[src/shared/qep_pkg.sv]
// package for the quadrature encoder position block
// assumes a plain register port and a single 40 MHz clock
package qep_pkg;
    // register offsets (word addresses on the plain port)
    localparam logic [3:0] ADDR_CTRL = 4'h0;
    localparam logic [3:0] ADDR_LIMIT = 4'h1;
    localparam logic [3:0] ADDR_POS = 4'h2;
    localparam logic [3:0] ADDR_STAT = 4'h3;
    localparam logic [3:0] ADDR_MASK = 4'h4;
    localparam logic [3:0] ADDR_RAW = 4'h5;
    localparam logic [3:0] ADDR_MIS = 4'h6;
    localparam logic [3:0] ADDR_CLR = 4'h7;
    // control field positions
    localparam int CTRL_ENABLE = 0;
    localparam int CTRL_BOTH = 1;
    localparam int CTRL_IDXRST = 2;
    localparam int CTRL_STEPDIR = 3;
    localparam int CTRL_SWAP = 4;
    localparam int CTRL_W = 5;
    // status field positions
    localparam int STAT_DIR = 0;
    localparam int STAT_ERR = 1;
    // interrupt source bits
    localparam int EV_ERR = 0;
    localparam int EV_DIR = 1;
    localparam int EV_TIMER = 2;
    localparam int EV_INDEX = 3;
    localparam int EV_N = 4;
    // reset values
    localparam logic [31:0] LIMIT_RST = 32'hFFFFFFFF;
    // configuration carried as one bundle
    typedef struct packed {
        logic swap;
        logic step_dir;
        logic idx_rst;
        logic both;
        logic enable;
    } qep_cfg_t;
    // synchronised encoder pins
    typedef struct packed {
        logic a;
        logic b;
        logic idx;
    } qep_pins_t;
endpackage

[src/logic/qep_top.sv]
// quadrature encoder position tracker with register port and events
// assumes encoder pins asynchronous to clock_in, one 40 MHz clock
// and software that configures the block before enabling it
//
// Our own choices: the strobed register port and the register addresses.
`timescale 1ns/1ps
module qep_top #(
    parameter int POS_W = 32
) (
    input wire logic clock_in,
    input wire logic rst_in,
    input wire logic encoder_channel_a_in,
    input wire logic encoder_channel_b_in,
    input wire logic index_in,
    input wire logic velocity_period_event_in,
    input wire logic [3:0] addr_in,
    input wire logic [31:0] wdata_in,
    input wire logic wr_in,
    input wire logic rd_in,
    output logic [31:0] rdata_out,
    output logic irq_out,
    output logic count_edge_out
);
    // refuse position widths that the register port cannot carry
    if (POS_W < 2 || POS_W > 32) begin : g_bad_pos_w
        $error("qep_top: POS_W must be 2..32");
    end

    ////////////////////////////////////////////////////////////////////
    // registers
    qep_pkg::qep_cfg_t cfg;
    logic [POS_W-1:0] limit;
    logic [POS_W-1:0] pos;
    logic dir_rev;
    logic phase_err;
    logic [qep_pkg::EV_N-1:0] raw;
    logic [qep_pkg::EV_N-1:0] mask;
    logic [qep_pkg::EV_N-1:0] ev;

    ////////////////////////////////////////////////////////////////////
    // three-stage pin synchronisers; change counts when stages 2 and 3 agree
    qep_pkg::qep_pins_t s1, s2, s3, pin;
    always_ff @(posedge clock_in or posedge rst_in) begin
        if (rst_in) begin
            s1 <= '0;
            s2 <= '0;
            s3 <= '0;
        end else begin
            s1 <= '{a: encoder_channel_a_in, b: encoder_channel_b_in, idx: index_in};
            s2 <= s1;
            s3 <= s2;
        end
    end

    // filtered pins follow only when two stages agree
    // a pulse of one clock never reaches the decoder
    always_ff @(posedge clock_in or posedge rst_in) begin
        if (rst_in) begin
            pin <= '0;
        end else begin
            if (s2.a == s3.a) pin.a <= s3.a;
            if (s2.b == s3.b) pin.b <= s3.b;
            if (s2.idx == s3.idx) pin.idx <= s3.idx;
        end
    end

    ////////////////////////////////////////////////////////////////////
    // decode
    logic in_a, in_b, prev_a, prev_b, prev_idx;
    logic edge_a, edge_b, idx_rise, step, rev_now, dir_valid;
    always_comb begin
        in_a = cfg.swap ? pin.b : pin.a;
        in_b = cfg.swap ? pin.a : pin.b;
    end

    // previous sample of the decoded inputs
    always_ff @(posedge clock_in or posedge rst_in) begin
        if (rst_in) begin
            prev_a <= 1'b0;
            prev_b <= 1'b0;
            prev_idx <= 1'b0;
        end else begin
            prev_a <= in_a;
            prev_b <= in_b;
            prev_idx <= pin.idx;
        end
    end

    // edge selection and direction per input mode
    always_comb begin
        edge_a = in_a ^ prev_a;
        edge_b = in_b ^ prev_b;
        idx_rise = pin.idx & ~prev_idx & cfg.enable;
        step = 1'b0;
        rev_now = dir_rev;
        dir_valid = 1'b0;
        if (cfg.step_dir) begin
            step = in_a & ~prev_a; // rising step clock
            rev_now = in_b; // level on b is direction
            dir_valid = step;
        end else if (!(edge_a && edge_b)) begin
            if (edge_a) begin
                step = 1'b1;
                rev_now = (in_a == in_b);
                dir_valid = 1'b1;
            end else if (edge_b) begin
                step = cfg.both;
                rev_now = (in_a != in_b);
                dir_valid = 1'b1;
            end
        end
        step = step & cfg.enable;
        dir_valid = dir_valid & cfg.enable;
    end

    ////////////////////////////////////////////////////////////////////
    // position integrator
    // an index load wins over a step in the same cycle
    always_ff @(posedge clock_in or posedge rst_in) begin
        if (rst_in) begin
            pos <= '0;
        end else if (idx_rise && cfg.idx_rst) begin
            pos <= rev_now ? limit : '0;
        end else if (step) begin
            if (!rev_now) begin
                pos <= (pos >= limit) ? '0 : pos + 1'b1;
            end else begin
                pos <= (pos == '0) ? limit : pos - 1'b1;
            end
        end
    end

    // direction and error indicator
    // an error in the same cycle as its clear write keeps the flag set
    always_ff @(posedge clock_in or posedge rst_in) begin
        if (rst_in) begin
            dir_rev <= 1'b0;
            phase_err <= 1'b0;
        end else begin
            if (dir_valid) dir_rev <= rev_now;
            if (cfg.enable && !cfg.step_dir && edge_a && edge_b) phase_err <= 1'b1;
            else if (wr_in && addr_in == qep_pkg::ADDR_STAT && wdata_in[qep_pkg::STAT_ERR]) phase_err <= 1'b0;
        end
    end

    ////////////////////////////////////////////////////////////////////
    // events and interrupt latches; a new event beats a clear
    // every source is gated by enable, so a stopped block latches nothing
    always_comb begin
        ev = '0;
        ev[qep_pkg::EV_ERR] = cfg.enable & ~cfg.step_dir & edge_a & edge_b;
        ev[qep_pkg::EV_DIR] = dir_valid & (rev_now != dir_rev);
        ev[qep_pkg::EV_TIMER] = velocity_period_event_in & cfg.enable;
        ev[qep_pkg::EV_INDEX] = idx_rise;
    end

    genvar gi;
    generate
        for (gi = 0; gi < qep_pkg::EV_N; gi++) begin : g_ev
            always_ff @(posedge clock_in or posedge rst_in) begin
                if (rst_in) begin
                    raw[gi] <= 1'b0;
                end else if (ev[gi]) begin
                    raw[gi] <= 1'b1;
                end else if (wr_in && addr_in == qep_pkg::ADDR_CLR && wdata_in[gi]) begin
                    raw[gi] <= 1'b0;
                end
            end
        end
    endgenerate

    // masked interrupt output
    always_ff @(posedge clock_in or posedge rst_in) begin
        if (rst_in) begin
            irq_out <= 1'b0;
            count_edge_out <= 1'b0;
        end else begin
            irq_out <= |(raw & mask);
            count_edge_out <= step; // feeds velocity accumulator
        end
    end

    ////////////////////////////////////////////////////////////////////
    // register writes; software configures before enabling
    always_ff @(posedge clock_in or posedge rst_in) begin
        if (rst_in) begin
            cfg <= '0;
            limit <= qep_pkg::LIMIT_RST[POS_W-1:0];
            mask <= '0;
        end else if (wr_in) begin
            if (addr_in == qep_pkg::ADDR_CTRL) begin
                cfg <= wdata_in[qep_pkg::CTRL_W-1:0];
            end else if (addr_in == qep_pkg::ADDR_LIMIT) begin
                limit <= wdata_in[POS_W-1:0];
            end else if (addr_in == qep_pkg::ADDR_MASK) begin
                mask <= wdata_in[qep_pkg::EV_N-1:0];
            end
        end
    end

    // status word built from the named field positions
    logic [31:0] stat_word;
    always_comb begin
        stat_word = '0;
        stat_word[qep_pkg::STAT_DIR] = dir_rev;
        stat_word[qep_pkg::STAT_ERR] = phase_err;
    end

    // read data in the cycle after the strobe
    always_ff @(posedge clock_in or posedge rst_in) begin
        if (rst_in) begin
            rdata_out <= '0;
        end else if (rd_in) begin
            if (addr_in == qep_pkg::ADDR_CTRL) rdata_out <= 32'(cfg);
            else if (addr_in == qep_pkg::ADDR_LIMIT) rdata_out <= 32'(limit);
            else if (addr_in == qep_pkg::ADDR_POS) rdata_out <= 32'(pos);
            else if (addr_in == qep_pkg::ADDR_STAT) rdata_out <= stat_word;
            else if (addr_in == qep_pkg::ADDR_MASK) rdata_out <= 32'(mask);
            else if (addr_in == qep_pkg::ADDR_RAW) rdata_out <= 32'(raw);
            else if (addr_in == qep_pkg::ADDR_MIS) rdata_out <= 32'(raw & mask);
            else rdata_out <= 32'h00000000;
        end else begin
            rdata_out <= 32'h00000000;
        end
    end

    ////////////////////////////////////////////////////////////////////
    // assertions
    // interrupt output follows the masked latches one cycle late
    a_irq_masked: assert property (@(posedge clock_in) disable iff (rst_in)
        ((raw & mask) == '0) |=> !irq_out) else $error("irq without unmasked source");
    a_irq_raise: assert property (@(posedge clock_in) disable iff (rst_in)
        ((raw & mask) != '0) |=> irq_out) else $error("irq missing");
    a_timer_event: assert property (@(posedge clock_in) disable iff (rst_in)
        (velocity_period_event_in && cfg.enable) |=> raw[qep_pkg::EV_TIMER]) else $error("timer event lost");
    a_clr_works: assert property (@(posedge clock_in) disable iff (rst_in)
        (wr_in && addr_in == qep_pkg::ADDR_CLR && wdata_in[qep_pkg::EV_INDEX] && !ev[qep_pkg::EV_INDEX])
        |=> !raw[qep_pkg::EV_INDEX]) else $error("clear ignored");
    a_event_sets: assert property (@(posedge clock_in) disable iff (rst_in)
        ev[qep_pkg::EV_DIR] |=> raw[qep_pkg::EV_DIR]) else $error("event lost");

    // position integrator
    a_disabled_still: assert property (@(posedge clock_in) disable iff (rst_in)
        !cfg.enable |=> $stable(pos)) else $error("pos moved while disabled");
    a_idx_fwd_zero: assert property (@(posedge clock_in) disable iff (rst_in)
        (idx_rise && cfg.idx_rst && !rev_now) |=> pos == '0) else $error("index no zero");
    a_idx_rev_limit: assert property (@(posedge clock_in) disable iff (rst_in)
        (idx_rise && cfg.idx_rst && rev_now) |=> pos == $past(limit)) else $error("index no limit");
    a_no_idx_reset: assert property (@(posedge clock_in) disable iff (rst_in)
        (!cfg.idx_rst && !step) |=> $stable(pos)) else $error("pos reset without option");
    a_count_up: assert property (@(posedge clock_in) disable iff (rst_in)
        (step && !rev_now && pos < limit && !(idx_rise && cfg.idx_rst)) |=> pos == $past(pos) + 1'b1)
        else $error("no forward count");
    a_wrap_fwd: assert property (@(posedge clock_in) disable iff (rst_in)
        (step && !rev_now && pos == limit && !(idx_rise && cfg.idx_rst)) |=> pos == '0)
        else $error("no forward wrap");
    a_wrap_rev: assert property (@(posedge clock_in) disable iff (rst_in)
        (step && rev_now && pos == '0 && !(idx_rise && cfg.idx_rst)) |=> pos == $past(limit))
        else $error("no reverse wrap");

    // decoding, direction, error and read port
    a_chan_a_only: assert property (@(posedge clock_in) disable iff (rst_in)
        (!cfg.step_dir && !cfg.both && edge_b && !edge_a) |-> !step) else $error("channel b counted");
    a_edge_pulse: assert property (@(posedge clock_in) disable iff (rst_in)
        1'b1 |=> (count_edge_out == $past(step))) else $error("edge pulse wrong");
    a_step_level: assert property (@(posedge clock_in) disable iff (rst_in)
        (cfg.step_dir && step) |-> (rev_now == in_b)) else $error("step direction wrong");
    a_dir_held: assert property (@(posedge clock_in) disable iff (rst_in)
        !dir_valid |=> $stable(dir_rev)) else $error("direction moved");
    a_error_sticky: assert property (@(posedge clock_in) disable iff (rst_in)
        ev[qep_pkg::EV_ERR] |=> phase_err) else $error("error flag missed");
    a_err_clear: assert property (@(posedge clock_in) disable iff (rst_in)
        (wr_in && addr_in == qep_pkg::ADDR_STAT && wdata_in[qep_pkg::STAT_ERR] && !ev[qep_pkg::EV_ERR])
        |=> !phase_err) else $error("error clear ignored");
    a_rdata_idle: assert property (@(posedge clock_in) disable iff (rst_in)
        !rd_in |=> (rdata_out == '0)) else $error("read data without strobe");

    // main scenarios reached
    c_step: cover property (@(posedge clock_in) disable iff (rst_in) step ##[1:12] step);
    c_irq: cover property (@(posedge clock_in) disable iff (rst_in) irq_out);
    c_idx: cover property (@(posedge clock_in) disable iff (rst_in) idx_rise && cfg.idx_rst);
    c_err: cover property (@(posedge clock_in) disable iff (rst_in) ev[qep_pkg::EV_ERR]);
    c_wrap_rev: cover property (@(posedge clock_in) disable iff (rst_in) step && rev_now && pos == '0);
endmodule

[config.mk]
export PLATFORM = sky130hd
export DESIGN_NAME = qep_top
export DESIGN_NICKNAME = d
export VERILOG_FILES = /design/src/shared/qep_pkg.sv /design/src/logic/qep_top.sv
export SDC_FILE = /design/constraint.sdc
export NUM_CORES = 1
export LEC_CHECK = 0
export BUFFER_PORTS_ARGS = -buffer_cell sky130_fd_sc_hd__buf_4
export CORE_MARGIN = 2
export CORE_UTILIZATION = 45
export CTS_CLUSTER_SIZE = 24
export DETAILED_ROUTE_END_ITERATION = 8
export PLACE_DENSITY_LB_ADDON = 0.05
export SYNTH_ARGS = -nofsm -noshare
export SYNTH_HDL_FRONTEND = slang
export SYNTH_SLANG_ARGS = --single-unit
export TNS_END_PERCENT = 5
[constraint.sdc]
create_clock -name clock_in -period 5.6 [get_ports clock_in]
set_input_delay 0 -clock clock_in [delete_from_list [all_inputs] [get_ports clock_in]]
set_output_delay 0 -clock clock_in [all_outputs]
set_load 0.02 [all_outputs]
# Word-level counts from Yosys, hierarchy flattened
# Cells that the tools add are included.
totals:
  regBits: 128
  latch_bits: 0
  ramBits: 0
  rom_bits: 0
  out_inout_bits: 34
  wordCells: 130
  mem_count: 0
op_classes:
  addsub: 2
  n_mul: 0
  div: 0
  n_lt_le_gt_ge: 1
  eq_ne: 13
  shifts: 0
  muxes: 38
  bitwise_logic: 19
  reduce_logical: 25
ops:
  columns: ["cell", "count"]
  rows:
  - ["$mux 32", 10]
  - ["$add 32x1->32 const B", 1]
  - ["$ge 32x32->1", 1]
  - ["$logic_not 32->1", 1]
  - ["$sub 32x1->32 const B", 1]
  - ["$mux 1", 24]
  - ["$eq 4x3->1 const B", 4]
  - ["$mux 4", 4]
  - ["$logic_and 1x1->1", 12]
  - ["$reduce_bool 2->1", 6]
  - ["$and 1x1->1", 10]
  - ["$and 4x4->4", 2]
  - ["$eq 4x2->1 const B", 2]
  - ["$not 1->1", 5]
  - ["$eq 1x1->1", 4]
  - ["$eq 4x1->1 const B", 1]
  - ["$logic_not 4->1", 1]
  - ["$reduce_and 4->1", 1]
  - ["$reduce_or 4->1", 1]
  - ["$reduce_and 3->1", 1]
  - ["$ne 1x1->1", 2]
  - ["$reduce_and 2->1", 1]
  - ["$xor 1x1->1", 2]
  - ["$logic_not 1->1", 1]

# Longest topological paths before layout
# Gate-level depths: netlist of run 1.
depth:
  word_depth: 9
  mapped_depth: 15
  ltp_nobuf: 11

# Worst setup path after synthesis of run 1
# Ideal clock, no wire load.
synth_path:
  path_type: "register to register"
  from: "reg pin[2] in the netlist's numbering"
  to: "reg pos[29]"
  setup_time_ns: 0.065
  arrival_time_ns: 3.139
  required_time_ns: 5.535
  setup_slack_ns: 2.396
  path_stages_with_launch: 16
  period_less_slack_ns: 3.204
  cell_sequence: "dfrtp_1 buf_2 mux2_2 ha_1 clkbuf_1 inv_1 ha_1 a211oi_1 a22oi_1 and2_1 clkbuf_1 nor3_2 clkbuf_1 o21ai_0 a21oi_1 o22a_1"
synth_via:
  elab_chain_len: 9
  word_cells_on_any_way: 22
  cone_classes: "2 x eq/ne; 14 x mux; 4 x bitwise; 2 x reduce/logical"
synth_rtl:
  columns: ["element", "line_no", "rtl"]
  rows:
  - ["start: declaration", "qep_top.sv:42", "qep_pkg::qep_pins_t s1, s2, s3, pin;"]
  - ["$mux 1 *", "qep_top.sv:72", "in_a = cfg.swap ? pin.b : pin.a;"]
  - ["via in_a", "qep_top.sv:69", "logic in_a, in_b, prev_a, prev_b, prev_idx;"]
  - ["$ne 1x1->1", "qep_top.sv:108", "rev_now = (in_a != in_b);"]
  - ["$mux 1", "qep_top.sv:106", "end else if (edge_b) begin"]
  - ["$mux 1", "qep_top.sv:102", "if (edge_a) begin"]
  - ["$mux 1", "qep_top.sv:101", "end else if (!(edge_a && edge_b)) begin"]
  - ["$mux 1", "qep_top.sv:97", "if (cfg.step_dir) begin"]
  - ["$mux 32", "qep_top.sv:125", "if (!rev_now) begin"]
  - ["$mux 32", "qep_top.sv:124", "end else if (step) begin"]
  - ["$mux 32", "qep_top.sv:122", "end else if (idx_rise && cfg.idx_rst) begin"]
  - ["end signal: assignment", "qep_top.sv:123", "pos <= rev_now ? limit : '0;"]
  - ["end signal: assignment", "qep_top.sv:126", "pos <= (pos >= limit) ? '0 : pos + 1'b1;"]
  - ["end signal: assignment", "qep_top.sv:128", "pos <= (pos == '0) ? limit : pos - 1'b1;"]
  - ["end: declaration", "qep_top.sv:33", "logic [POS_W-1:0] pos;"]
# Mark *: on every way through the listed nets, which the timed path passes. The rest lies on a longest branch. The select of a mux whose other input is x is not followed.
# A chain may end at the register's enable or synchronous reset.

# Worst setup path in the final report of run 1
layout_path:
  from: "reg cfg[4] in the netlist's numbering"
  to: "reg pos[25]"
layout_via:
  elab_chain_len: 9
  word_cells_on_any_way: 22
  cone_classes: "2 x eq/ne; 14 x mux; 4 x bitwise; 2 x reduce/logical"
layout_rtl:
  columns: ["element", "line_no", "rtl"]
  rows:
  - ["start: declaration", "qep_top.sv:31", "qep_pkg::qep_cfg_t cfg;"]
  - ["start signal: assignment", "qep_top.sv:192", "cfg <= wdata_in[qep_pkg::CTRL_W-1:0];"]
  - ["$mux 1 *", "qep_top.sv:72", null]
  - ["via in_a", "qep_top.sv:69", null]
  - ["$ne 1x1->1", "qep_top.sv:108", null]
  - ["$mux 1", "qep_top.sv:106", null]
  - ["$mux 1", "qep_top.sv:102", null]
  - ["$mux 1", "qep_top.sv:101", null]
  - ["$mux 1", "qep_top.sv:97", null]
  - ["$mux 32", "qep_top.sv:125", null]
  - ["$mux 32", "qep_top.sv:124", null]
  - ["$mux 32", "qep_top.sv:122", null]
# Marks and branches as above.

==> results.ini, run 1 <==
[place]
place_area_sq_um = 8740
numPortBuffers = 77
gp_congestion = 0.916
hpwl_mm = 16.0

[sta]
hold_ws_ps = 22.6
setup_viol = 0
fin_crit_sh_pct = 71.3
min_period_ps = 4000
max_slew.worst_pin.slew_ps = 1160
maxClockFrequency_ghz = 0.250
hold_viol = 0
finClkSkew_ps = 8.84
rsz0062_at_grt = false
drv_slew = 0
setup_tns_ps = 0
max-slew-margin-rel_pct = 22.2

[global_route]
grt_pass1_vias = 7138
overflow = 0
grt_antenna_before_repair = 0
grt_use_total_pct = 26.6
grt_pass1_wl_mm = 38.4
grt_max_degree = 46

[logic_synthesis]
synth_area_per_cell_sq_um = 9.26
async_flop_share_pct = 100
synth-edff-count = 0
synth_ff_type = dfrtp_1
synth_seq_cells = 128
ys_seq_area_share_pct = 40.3
synthCells = 869
ys_types = 80
synth_area_sq_um = 8050
ys_warn_count = 0
mappedNetlistNets = 950

[critical_path]
crit_chain = mux2_2, ha_1, inv_1, ha_1, a211oi_1, a22oi_1, and2_1, nor3_2, buf_4, o21a_1, o21ai_0, a2bb2oi_1
cp_slowest_cell = nor3_2
arrival_ps = 4350
crit_top_cell = ha_1
crit_path_end_kind = flop
required_ps = 5950
crit_fanout = 18
crit_type = flop to flop
worstSetupStartpointType = flop
critPathTopFamily = simple AND/OR/NAND/NOR gates
cpPeakStageDelay_ps = 920
critPathBufInv = 2

[finish]
seqCellArea_sq_um = 3240
final_cell_mix = dfrtp_1 (96), buf_4 (88), nor2_1 (85)
area_growth_pct = 21.4
fin_util_pct = 56.1
num-fill-cells = 1575
final_common_cell = dfrtp_1
nets = 1039
fin_area_sq_um = 9780
drive_above_1_share_pct = 23.7
multi_input_area_sq_um = 4380
diodes = 0

[status]
status = finished clean

[pwr]
total_power_mw = 4.40
power.density_nw_per_um2 = 450
max-vdd-ir-drop_mv = 0.258
power.leakage_nw = 4.15

[floorplan]
dieWidth_um = 138
rows = 48
die-height_um = 138
num_io_pins = 78
coreArea_sq_um = 17400
fp.dieArea_sq_um = 19000
start_util_pct = 46.2

[clock_network]
htree_levels = 4
path_clk_slew_ps = 60
cts_tree = done
clk_path_buf_depth = 2
clock_sinks = 128
clock_latency_ps = 430
clock-root-buffer = clkbuf_16
cts_made_buffers = 17

[drt]
first_pass_iters = 6
wire_per_inst_um = 20.1
detail_route.vias_per_cell = 5.97
via_count = 7146
drc = 0
drt_iter0_drc = 688
wl_mm = 24.1
drtAntennaViolNets = 0

[flow_run]
maxCapViolCount = 0

[min_path]
min_path_type = primary input to flop

-- flip-flops by register name, indices dropped and copies added, names as in the netlist --
register,flops
phase_err,1
prev_idx,1
count_edge_out,1
irq_out,1
limit,32
pos,32
prev_b,1
mask,4
dir_rev,1
s3,3
pin,3
rdata_out,32
s1,3
cfg,5
raw,4
s2,3
prev_a,1
-- layout make-up --
type / instances / area share, %
multi-input combinational: 636 / 44.8
sequential: 128 / 33.2
timing repair buffer: 131 / 11.2
clock buffer: 17 / 4.35
tap: 225 / 2.88
clock inverter: 15 / 1.89
inverter: 44 / 1.71
-- tightest hold or removal path, stage by stage --
cell     delay (ps)
buf_4           170
nand3_1         100
o21ai_0          90
nand2_1          60
-- logic make-up after synthesis --
family / synth area share [%]
AND/OR/NAND/NOR: 19.1
AO/OA/AOI/OAI: 17.9
flip-flops: 40.3
buffers and inverters: 5.38
multiplexers: 7.69
adder cells (fa/ha/maj): 6.12
XOR/XNOR: 3.59
-- cell usage after synthesis, drive strengths merged (6+ instances only) --
master,number,area [sq um]
dfrtp,96,2400
nor2,88,338
nand2,78,295
a21oi,47,235
o21ai,45,225
clkbuf,43,161
inv,43,161
mux2,43,484
ha,37,463
dfstp,32,841
a22oi,30,225
nor3,24,140
nand3,19,95.1
buf,18,106
xnor2,18,158
nand4,16,100
xor2,15,131
nor4,13,121
a211oi,11,97.6
nand2b,10,62.6
or4,10,82.6
mux2i,9,90.1
o21a,8,60.1
and3,7,43.8
o211ai,7,57.6
a221oi,6,52.6
and2,6,37.5
o221ai,6,52.6
or2,6,37.5
-- power by group --
part / total [mW] / internal, mW / switching (mW)
logic: 1.66 / 0.694 / 0.971
clock network: 1.16 / 0.704 / 0.455
registers: 1.58 / 1.17 / 0.407
total: 4.40 / 2.57 / 1.83
-- per-layer routing --
| metal | up-vias | GRT usage [%] | wire [um] |
|---|---|---|---|
| met5 | - | 0 | 0 |
| met4 | 0 | 9.01 | 414 |
| met3 | 36 | 4.82 | 1490 |
| met2 | 277 | 43.0 | 11300 |
| met1 | 3509 | 36.2 | 10800 |
| li1 | 3324 | - | - |
-- what timing repair did --
item                                    4_1_cts  5_1_grt
hold endpoints to repair                     93        0
buffers inserted                              0        0
hold buffers                                 43        0
resized for setup                             0        0
endpoints found under the setup margin        0        0
-- stage by stage --
step	setup WS (ps)	std cells
2_1_floorplan	2240	869
3_3_place_gp	1860	1121
3_5_place_dp	1680	1121
4_1_cts	1670	1196
5_1_grt	1290	1196
6_report	1600	1196
-- worst paths after layout --
path | from | to | cells past startpoint | slack (ps)
max | cfg[4] | pos[25] | 12 | 1600
min | addr_in[1] | phase_err | 4 | 20
max reg2reg | cfg[4] | pos[25] | 12 | 1600
min reg2reg | s1[0] | s2[0] | 0 | 350
max in group asynchronous | rst_in | pos[3] | 4 | 4400
min in group asynchronous | rst_in | rdata_out[2] | 3 | 170
(Power assumes the default switching activity.)
==> run 2: changes to the inputs <==
==> constraint.sdc (replaced) <==
create_clock -name clock_in -period 4.07 [get_ports clock_in]
set_input_delay 0 -clock clock_in [delete_from_list [all_inputs] [get_ports clock_in]]
set_output_delay 0 -clock clock_in [all_outputs]
set_load 0.02 [all_outputs]
==> run 2 against run 1 <==
Non-clock buffer count up 17. Combinational power increased by 47%. Sequential power up 34%. Total power is 38% higher. Utilization up 0.70 points. Setup slack worse by 1200 ps. Maximum frequency is 9.7% higher. Clock skew is 1.8 ps lower. Wire length up 0.68%. Worst hold slack got worse by 12 ps. Critical path depth did not move. Critical path type unchanged. Largest power group unchanged.
==> results.ini, run 2 (synthesis results as in run 1) <==
[status]
status = finished clean  ; unchanged

[sta]
maxClockFrequency_ghz = 0.275  ; was 0.250 GHz
rsz0062_at_grt = false  ; unchanged
min_period_ps = 3640  ; was 4000 ps
fin_ws_ps = 428  ; was 1600 ps
setup_tns_ps = 0  ; unchanged
hold_viol = 0  ; unchanged
setup_viol = 0  ; unchanged
max-slew-margin-rel_pct = 34.7  ; was 22.2%
finClkSkew_ps = 7.02  ; was 8.84 ps
fin_crit_sh_pct = 89.5  ; was 71.3%
drv_slew = 0  ; unchanged
max_slew.worst_pin.slew_ps = 977  ; was 1160 ps
hold_ws_ps = 10.9  ; was 22.6 ps

[clock_network]
cts_made_buffers = 17  ; unchanged
path_clk_slew_ps = 60  ; about the same
htree_levels = 4  ; unchanged
post_cts_buffers = 0  ; unchanged
clock_sinks = 128  ; unchanged
clk_path_buf_depth = 2  ; unchanged
clock_latency_ps = 420  ; was 430 ps
cts_tree = done  ; unchanged
clock-root-buffer = clkbuf_16  ; unchanged

[pwr]
max-vdd-ir-drop_mv = 0.387  ; was 0.258 mV
power.density_nw_per_um2 = 616  ; was 450 nW/um^2
power.leakage_nw = 4.24  ; was 4.15 nW
total_power_mw = 6.09  ; was 4.40 mW

[drt]
first_pass_iters = 5  ; was 6
wl_mm = 24.2  ; was 24.1 mm
drtAntennaViolNets = 0  ; unchanged
drc = 0  ; unchanged
wl_met3_mm = 1.39  ; was 1.49 mm
met1_length_mm = 11.2  ; was 10.8 mm
topRoutingLayerUsed = met4  ; unchanged
drt_iter0_drc = 583  ; was 688
detail_route.vias_per_cell = 5.88  ; was 5.97
via_count = 7127  ; was 7146
wire_per_inst_um = 20.0  ; was 20.1 um
wl_met2_mm = 11.3  ; about the same

[critical_path]
reg2reg_to = pos[29]  ; was pos[25]
crit_path_end_kind = flop  ; unchanged
critPathBufInv = 2  ; unchanged
ff2ff_path_depth = 12  ; unchanged
reg2reg_from = cfg[4]  ; unchanged
required_ps = 4430  ; was 5950 ps
cp_slowest_cell = nor3_2  ; unchanged
cpPeakStageDelay_ps = 500  ; was 920 ps
crit_type = flop to flop  ; unchanged
worst-path-stages = 12  ; unchanged
crit_top_cell = ha_1  ; unchanged
crit_path_start = cfg[4]  ; unchanged
crit_fanout = 26  ; was 18
critPathTopFamily = compound AO/OA/AOI/OAI gates  ; was simple AND/OR/NAND/NOR gates
worstSetupStartpointType = flop  ; unchanged
crit_chain = mux2_2, ha_1, inv_1, ha_1, a211oi_1, a22oi_1, and2_1, nor3_2, buf_4, o21ai_0, a21oi_1, o22a_1  ; was mux2_2, ha_1, inv_1, ha_1, a211oi_1, a22oi_1, and2_1, nor3_2, buf_4, o21a_1, o21ai_0, a2bb2oi_1
cp-endpoint = pos[29]  ; was pos[25]
r2r_slack_ps = 430  ; was 1600 ps
arrival_ps = 4000  ; was 4350 ps

[floorplan]
start_util_pct = 46.2  ; unchanged
fp.dieArea_sq_um = 19000  ; unchanged
num_io_pins = 78  ; unchanged
die-height_um = 138  ; unchanged
coreArea_sq_um = 17400  ; unchanged
rows = 48  ; unchanged
dieWidth_um = 138  ; unchanged

[global_route]
overflow = 0  ; unchanged
grt_pass1_wl_mm = 38.5  ; was 38.4 mm
grt_max_degree = 73  ; was 46
grt_antenna_before_repair = 0  ; unchanged
grt_pass1_vias = 7041  ; was 7138
grt_use_total_pct = 26.9  ; was 26.6%

[place]
numPortBuffers = 77  ; unchanged
gp_congestion = 0.895  ; was 0.916
dpl_worst_slack_ps = 503  ; was 1680 ps
hpwl_mm = 16.5  ; was 16.0 mm

[min_path]
min_path_type = primary input to flop  ; unchanged

[finish]
area_growth_pct = 23.0  ; was 21.4%
top_regs = limit x32, pos x32, rdata_out x32  ; unchanged
final_cell_mix = buf_4 (105), dfrtp_1 (96), nor2_1 (85)  ; was dfrtp_1 (96), buf_4 (88), nor2_1 (85)
nets = 1056  ; was 1039
final_common_cell = buf_4  ; was dfrtp_1
drive_above_1_share_pct = 25.1  ; was 23.7%
diodes = 0  ; unchanged

[flow_run]
maxCapViolCount = 0  ; unchanged

run 2: worst min-delay path: stages:
cell	delay (ps)
buf_4	190
nand3b_1	100
a311oi_1	90
run 2: worst min path at each step:
| stage | end | slack, ps | startpoint | depth (start not counted) |
|---|---|---|---|---|
| 6_report | rdata_out[3] | 10 | addr_in[0] | 3 |
| 3_5_place_dp | s1[2] | 110 | encoder_channel_a_in | 1 |
| 4_1_cts | rdata_out[3] | 2 | addr_in[0] | 3 |
| 5_1_grt | rdata_out[3] | 20 | addr_in[0] | 3 |
| 3_3_place_gp | s1[2] | 110 | encoder_channel_a_in | 1 |
| 2_1_floorplan | s1[0] | 30 | index_in | 0 |
run 2: power by group:
| group | internal [mW] | total (mW) | switching (mW) |
|---|---|---|---|
| Combinational | 1.02 | 2.44 | 1.42 |
| Sequential | 1.61 | 2.11 | 0.495 |
| Clock | 0.927 | 1.55 | 0.623 |
| Total | 3.55 | 6.09 | 2.54 |
run 2: timing repair:
action | in CTS | in global routing
hold buffers | 42 | 0
gates resized for setup | 0 | 0
hold endpoints to repair | 94 | 0
run 2: area by class of cell:
cell class / instances / area (sq um)
fill: 1600 / 7520
clock buffer: 18 / 439
tap: 225 / 282
multi-input combinational: 636 / 4380
sequential: 128 / 3240
timing repair buffer: 148 / 1230
inverter: 44 / 168
clock inverter: 14 / 156
run 2: stage by stage:
stage / utilization (%) / area, sq um / instances
floorplan: - / 8050 / 869
detailed placement: 51.0 / 8880 / 1139
global placement: 51.0 / 8880 / 1139
global route: 56.8 / 9900 / 1213
finish: 56.8 / 9900 / 1213
CTS: 56.8 / 9900 / 1213
run 2: routing by layer:
metal  up-vias  global-route usage, %
met5         -                      0
met4         0                   8.45
met3        31                   4.42
met2       261                   42.7
met1      3480                   37.6
li1       3355                      -
==> run 3: changes to the inputs <==
--- a/config.mk
+++ b/config.mk
@@ -6,10 +6,13 @@
 export NUM_CORES = 1
 export LEC_CHECK = 0
 export BUFFER_PORTS_ARGS = -buffer_cell sky130_fd_sc_hd__buf_4
+export CAP_MARGIN = 20
 export CORE_MARGIN = 2
 export CORE_UTILIZATION = 45
+export CTS_CLUSTER_DIAMETER = 60
 export CTS_CLUSTER_SIZE = 24
 export DETAILED_ROUTE_END_ITERATION = 8
+export MAX_ROUTING_LAYER = met4
 export PLACE_DENSITY_LB_ADDON = 0.05
 export SYNTH_ARGS = -nofsm -noshare
 export SYNTH_HDL_FRONTEND = slang
==> run 3 against run 2 <==
Critical path depth did not move. Maximum frequency barely moved. First-iteration DRC count fell by 8.7%. Non-clock buffer count did not move. Utilization fell by 0.11 points. Worst hold slack improved by 17 ps. Critical endpoint unchanged. Largest cell class unchanged. Highest routed layer unchanged.
==> results.ini, run 3 (synthesis results as in run 1) <==
[status]
status = finished clean  ; unchanged

[drt]
drc = 0  ; unchanged
wl_mm = 25.0  ; was 24.2 mm
detail_route.vias_per_cell = 5.90  ; was 5.88
first_pass_iters = 5  ; unchanged
via_count = 7153  ; was 7127
drtAntennaViolNets = 0  ; unchanged
wire_per_inst_um = 20.6  ; was 20.0 um
drt_iter0_drc = 532  ; was 583

[finish]
top_regs = limit x32, pos x32, rdata_out x32  ; unchanged
final_common_cell = buf_4  ; unchanged
num-fill-cells = 1584  ; was 1600
area_growth_pct = 22.7  ; was 23.0%
fin_area_sq_um = 9880  ; was 9900 sq um
drive_above_1_share_pct = 24.9  ; was 25.1%
final_cell_mix = buf_4 (103), dfrtp_1 (96), nor2_1 (85)  ; was buf_4 (105), dfrtp_1 (96), nor2_1 (85)
nets = 1056  ; unchanged
diodes = 0  ; unchanged
stdcell_count = 1213  ; unchanged

[sta]
min_period_ps = 3640  ; about the same
max_slew.worst_pin.slew_ps = 942  ; was 977 ps
max-slew-margin-rel_pct = 37.0  ; was 34.7%
fin_crit_sh_pct = 89.4  ; was 89.5%
hold_ws_ps = 27.8  ; was 10.9 ps
rsz0062_at_grt = false  ; unchanged
drv_slew = 0  ; unchanged
setup_viol = 0  ; unchanged
finClkSkew_ps = 7.48  ; was 7.02 ps
setup_tns_ps = 0  ; unchanged
hold_viol = 0  ; unchanged
maxClockFrequency_ghz = 0.275  ; about the same

[floorplan]
num_io_pins = 78  ; unchanged
coreArea_sq_um = 17400  ; unchanged
dieWidth_um = 138  ; unchanged
start_util_pct = 46.2  ; unchanged
die-height_um = 138  ; unchanged
fp.dieArea_sq_um = 19000  ; unchanged
rows = 48  ; unchanged

[critical_path]
reg2reg_to = pos[29]  ; unchanged
arrival_ps = 4000  ; about the same
ff2ff_path_depth = 12  ; unchanged
r2r_slack_ps = 430  ; about the same
crit_path_start = cfg[4]  ; unchanged
crit_type = flop to flop  ; unchanged
crit_chain = mux2_2, ha_1, inv_1, ha_1, a211oi_1, a22oi_1, and2_1, nor3_2, buf_4, o21ai_0, a21oi_1, o22a_1  ; unchanged
reg2reg_from = cfg[4]  ; unchanged
required_ps = 4430  ; about the same
crit_top_cell = ha_1  ; unchanged
cp-endpoint = pos[29]  ; unchanged
crit_fanout = 26  ; unchanged
cp_slowest_cell = nor3_2  ; unchanged
worstSetupStartpointType = flop  ; unchanged
crit_path_end_kind = flop  ; unchanged
cpPeakStageDelay_ps = 510  ; was 500 ps

[clock_network]
clock_sinks = 128  ; unchanged
clk_path_buf_depth = 2  ; unchanged
post_cts_buffers = 0  ; unchanged
cts_tree = done  ; unchanged
clock-root-buffer = clkbuf_16  ; unchanged
cts_made_buffers = 17  ; unchanged
htree_levels = 4  ; unchanged
post_cts_resized = 0  ; unchanged
clock_latency_ps = 430  ; was 420 ps
path_clk_slew_ps = 60  ; about the same
ctsHoldBuffers = 43  ; was 42

[global_route]
grt_use_total_pct = 28.0  ; was 26.9%
grt_max_degree = 74  ; was 73
grt_antenna_before_repair = 0  ; unchanged
met1_usage_pct = 37.5  ; was 37.6%
top_usage_layer = met2  ; unchanged
grt_pass1_wl_mm = 38.7  ; was 38.5 mm
grt_pass1_vias = 6923  ; was 7041
grt_use_met2_pct = 43.6  ; was 42.7%
overflow = 0  ; unchanged
use_met3_pct = 5.04  ; was 4.42%

[flow_run]
maxCapViolCount = 0  ; unchanged

[min_path]
min_path_type = primary input to flop  ; unchanged

[place]
place_area_sq_um = 8890  ; was 8880 sq um
hpwl_mm = 16.7  ; was 16.5 mm
gp_congestion = 0.888  ; was 0.895
dp_cells = 1138  ; was 1139
numPortBuffers = 77  ; unchanged

[pwr]
power.leakage_nw = 4.23  ; was 4.24 nW
max-vdd-ir-drop_mv = 0.387  ; about the same
power.density_nw_per_um2 = 613  ; was 616 nW/um^2

## run 3: how the worst min path moves through the flow
| stage | from | cells past startpoint | slack [ps] | endpoint |
|---|---|---|---|---|
| 4_1_cts | addr_in[1] | 3 | 9 | rdata_out[3] |
| 6_report | addr_in[1] | 3 | 30 | rdata_out[3] |
| 2_1_floorplan | index_in | 0 | 30 | s1[0] |
| 3_5_place_dp | encoder_channel_a_in | 1 | 110 | s1[2] |
| 5_1_grt | addr_in[1] | 3 | 40 | rdata_out[3] |
| 3_3_place_gp | encoder_channel_a_in | 1 | 110 | s1[2] |
## run 3: power by group
part	leakage (nW)	internal, mW	switching (mW)	total [mW]
clock network	0.264	0.847	0.635	1.48
logic	2.43	1.02	1.44	2.46
registers	1.53	1.61	0.499	2.11
total	4.23	3.48	2.58	6.06
## run 3: metal layers
metal	vias up	part of all wire [%]	wire length, um
met5	-	0	0
met4	0	1.6	392
li1	3354	-	-
met1	3499	45	11300
met2	261	47	11700
met3	39	6.4	1600
## run 3: final cells by class
| class | count | area (sq um) | share of cell area (%) |
|---|---|---|---|
| multi-input cells | 636 | 4380 | 44.4 |
| well taps | 225 | 282 | 2.85 |
| inverters | 44 | 168 | 1.70 |
| clock inverters | 14 | 131 | 1.33 |
| flip-flops and latches | 128 | 3240 | 32.8 |
| repair buffers | 148 | 1240 | 12.6 |
| clock buffers | 18 | 429 | 4.34 |
## run 3: critical path, delay by kind of cell, from the launching register on
| family | cells | cell delay [ps] |
|---|---|---|
| AO/OA/AOI/OAI | 5 | 850 |
| AND/OR/NAND/NOR | 2 | 730 |
| adder cells (fa/ha/maj) | 2 | 640 |
| flip-flops | 1 | 450 |
| buffers and inverters | 2 | 520 |
| multiplexers | 1 | 380 |
## run 3: metrics by stage
step	util [%]	setup slack (ps)	power (mW)
after floorplan	-	710	3.71
after global placement	51.0	537	4.44
after detailed placement	51.0	492	4.50
after CTS	56.7	474	6.05
after global routing	56.7	184	6.42
final	56.7	431	6.06
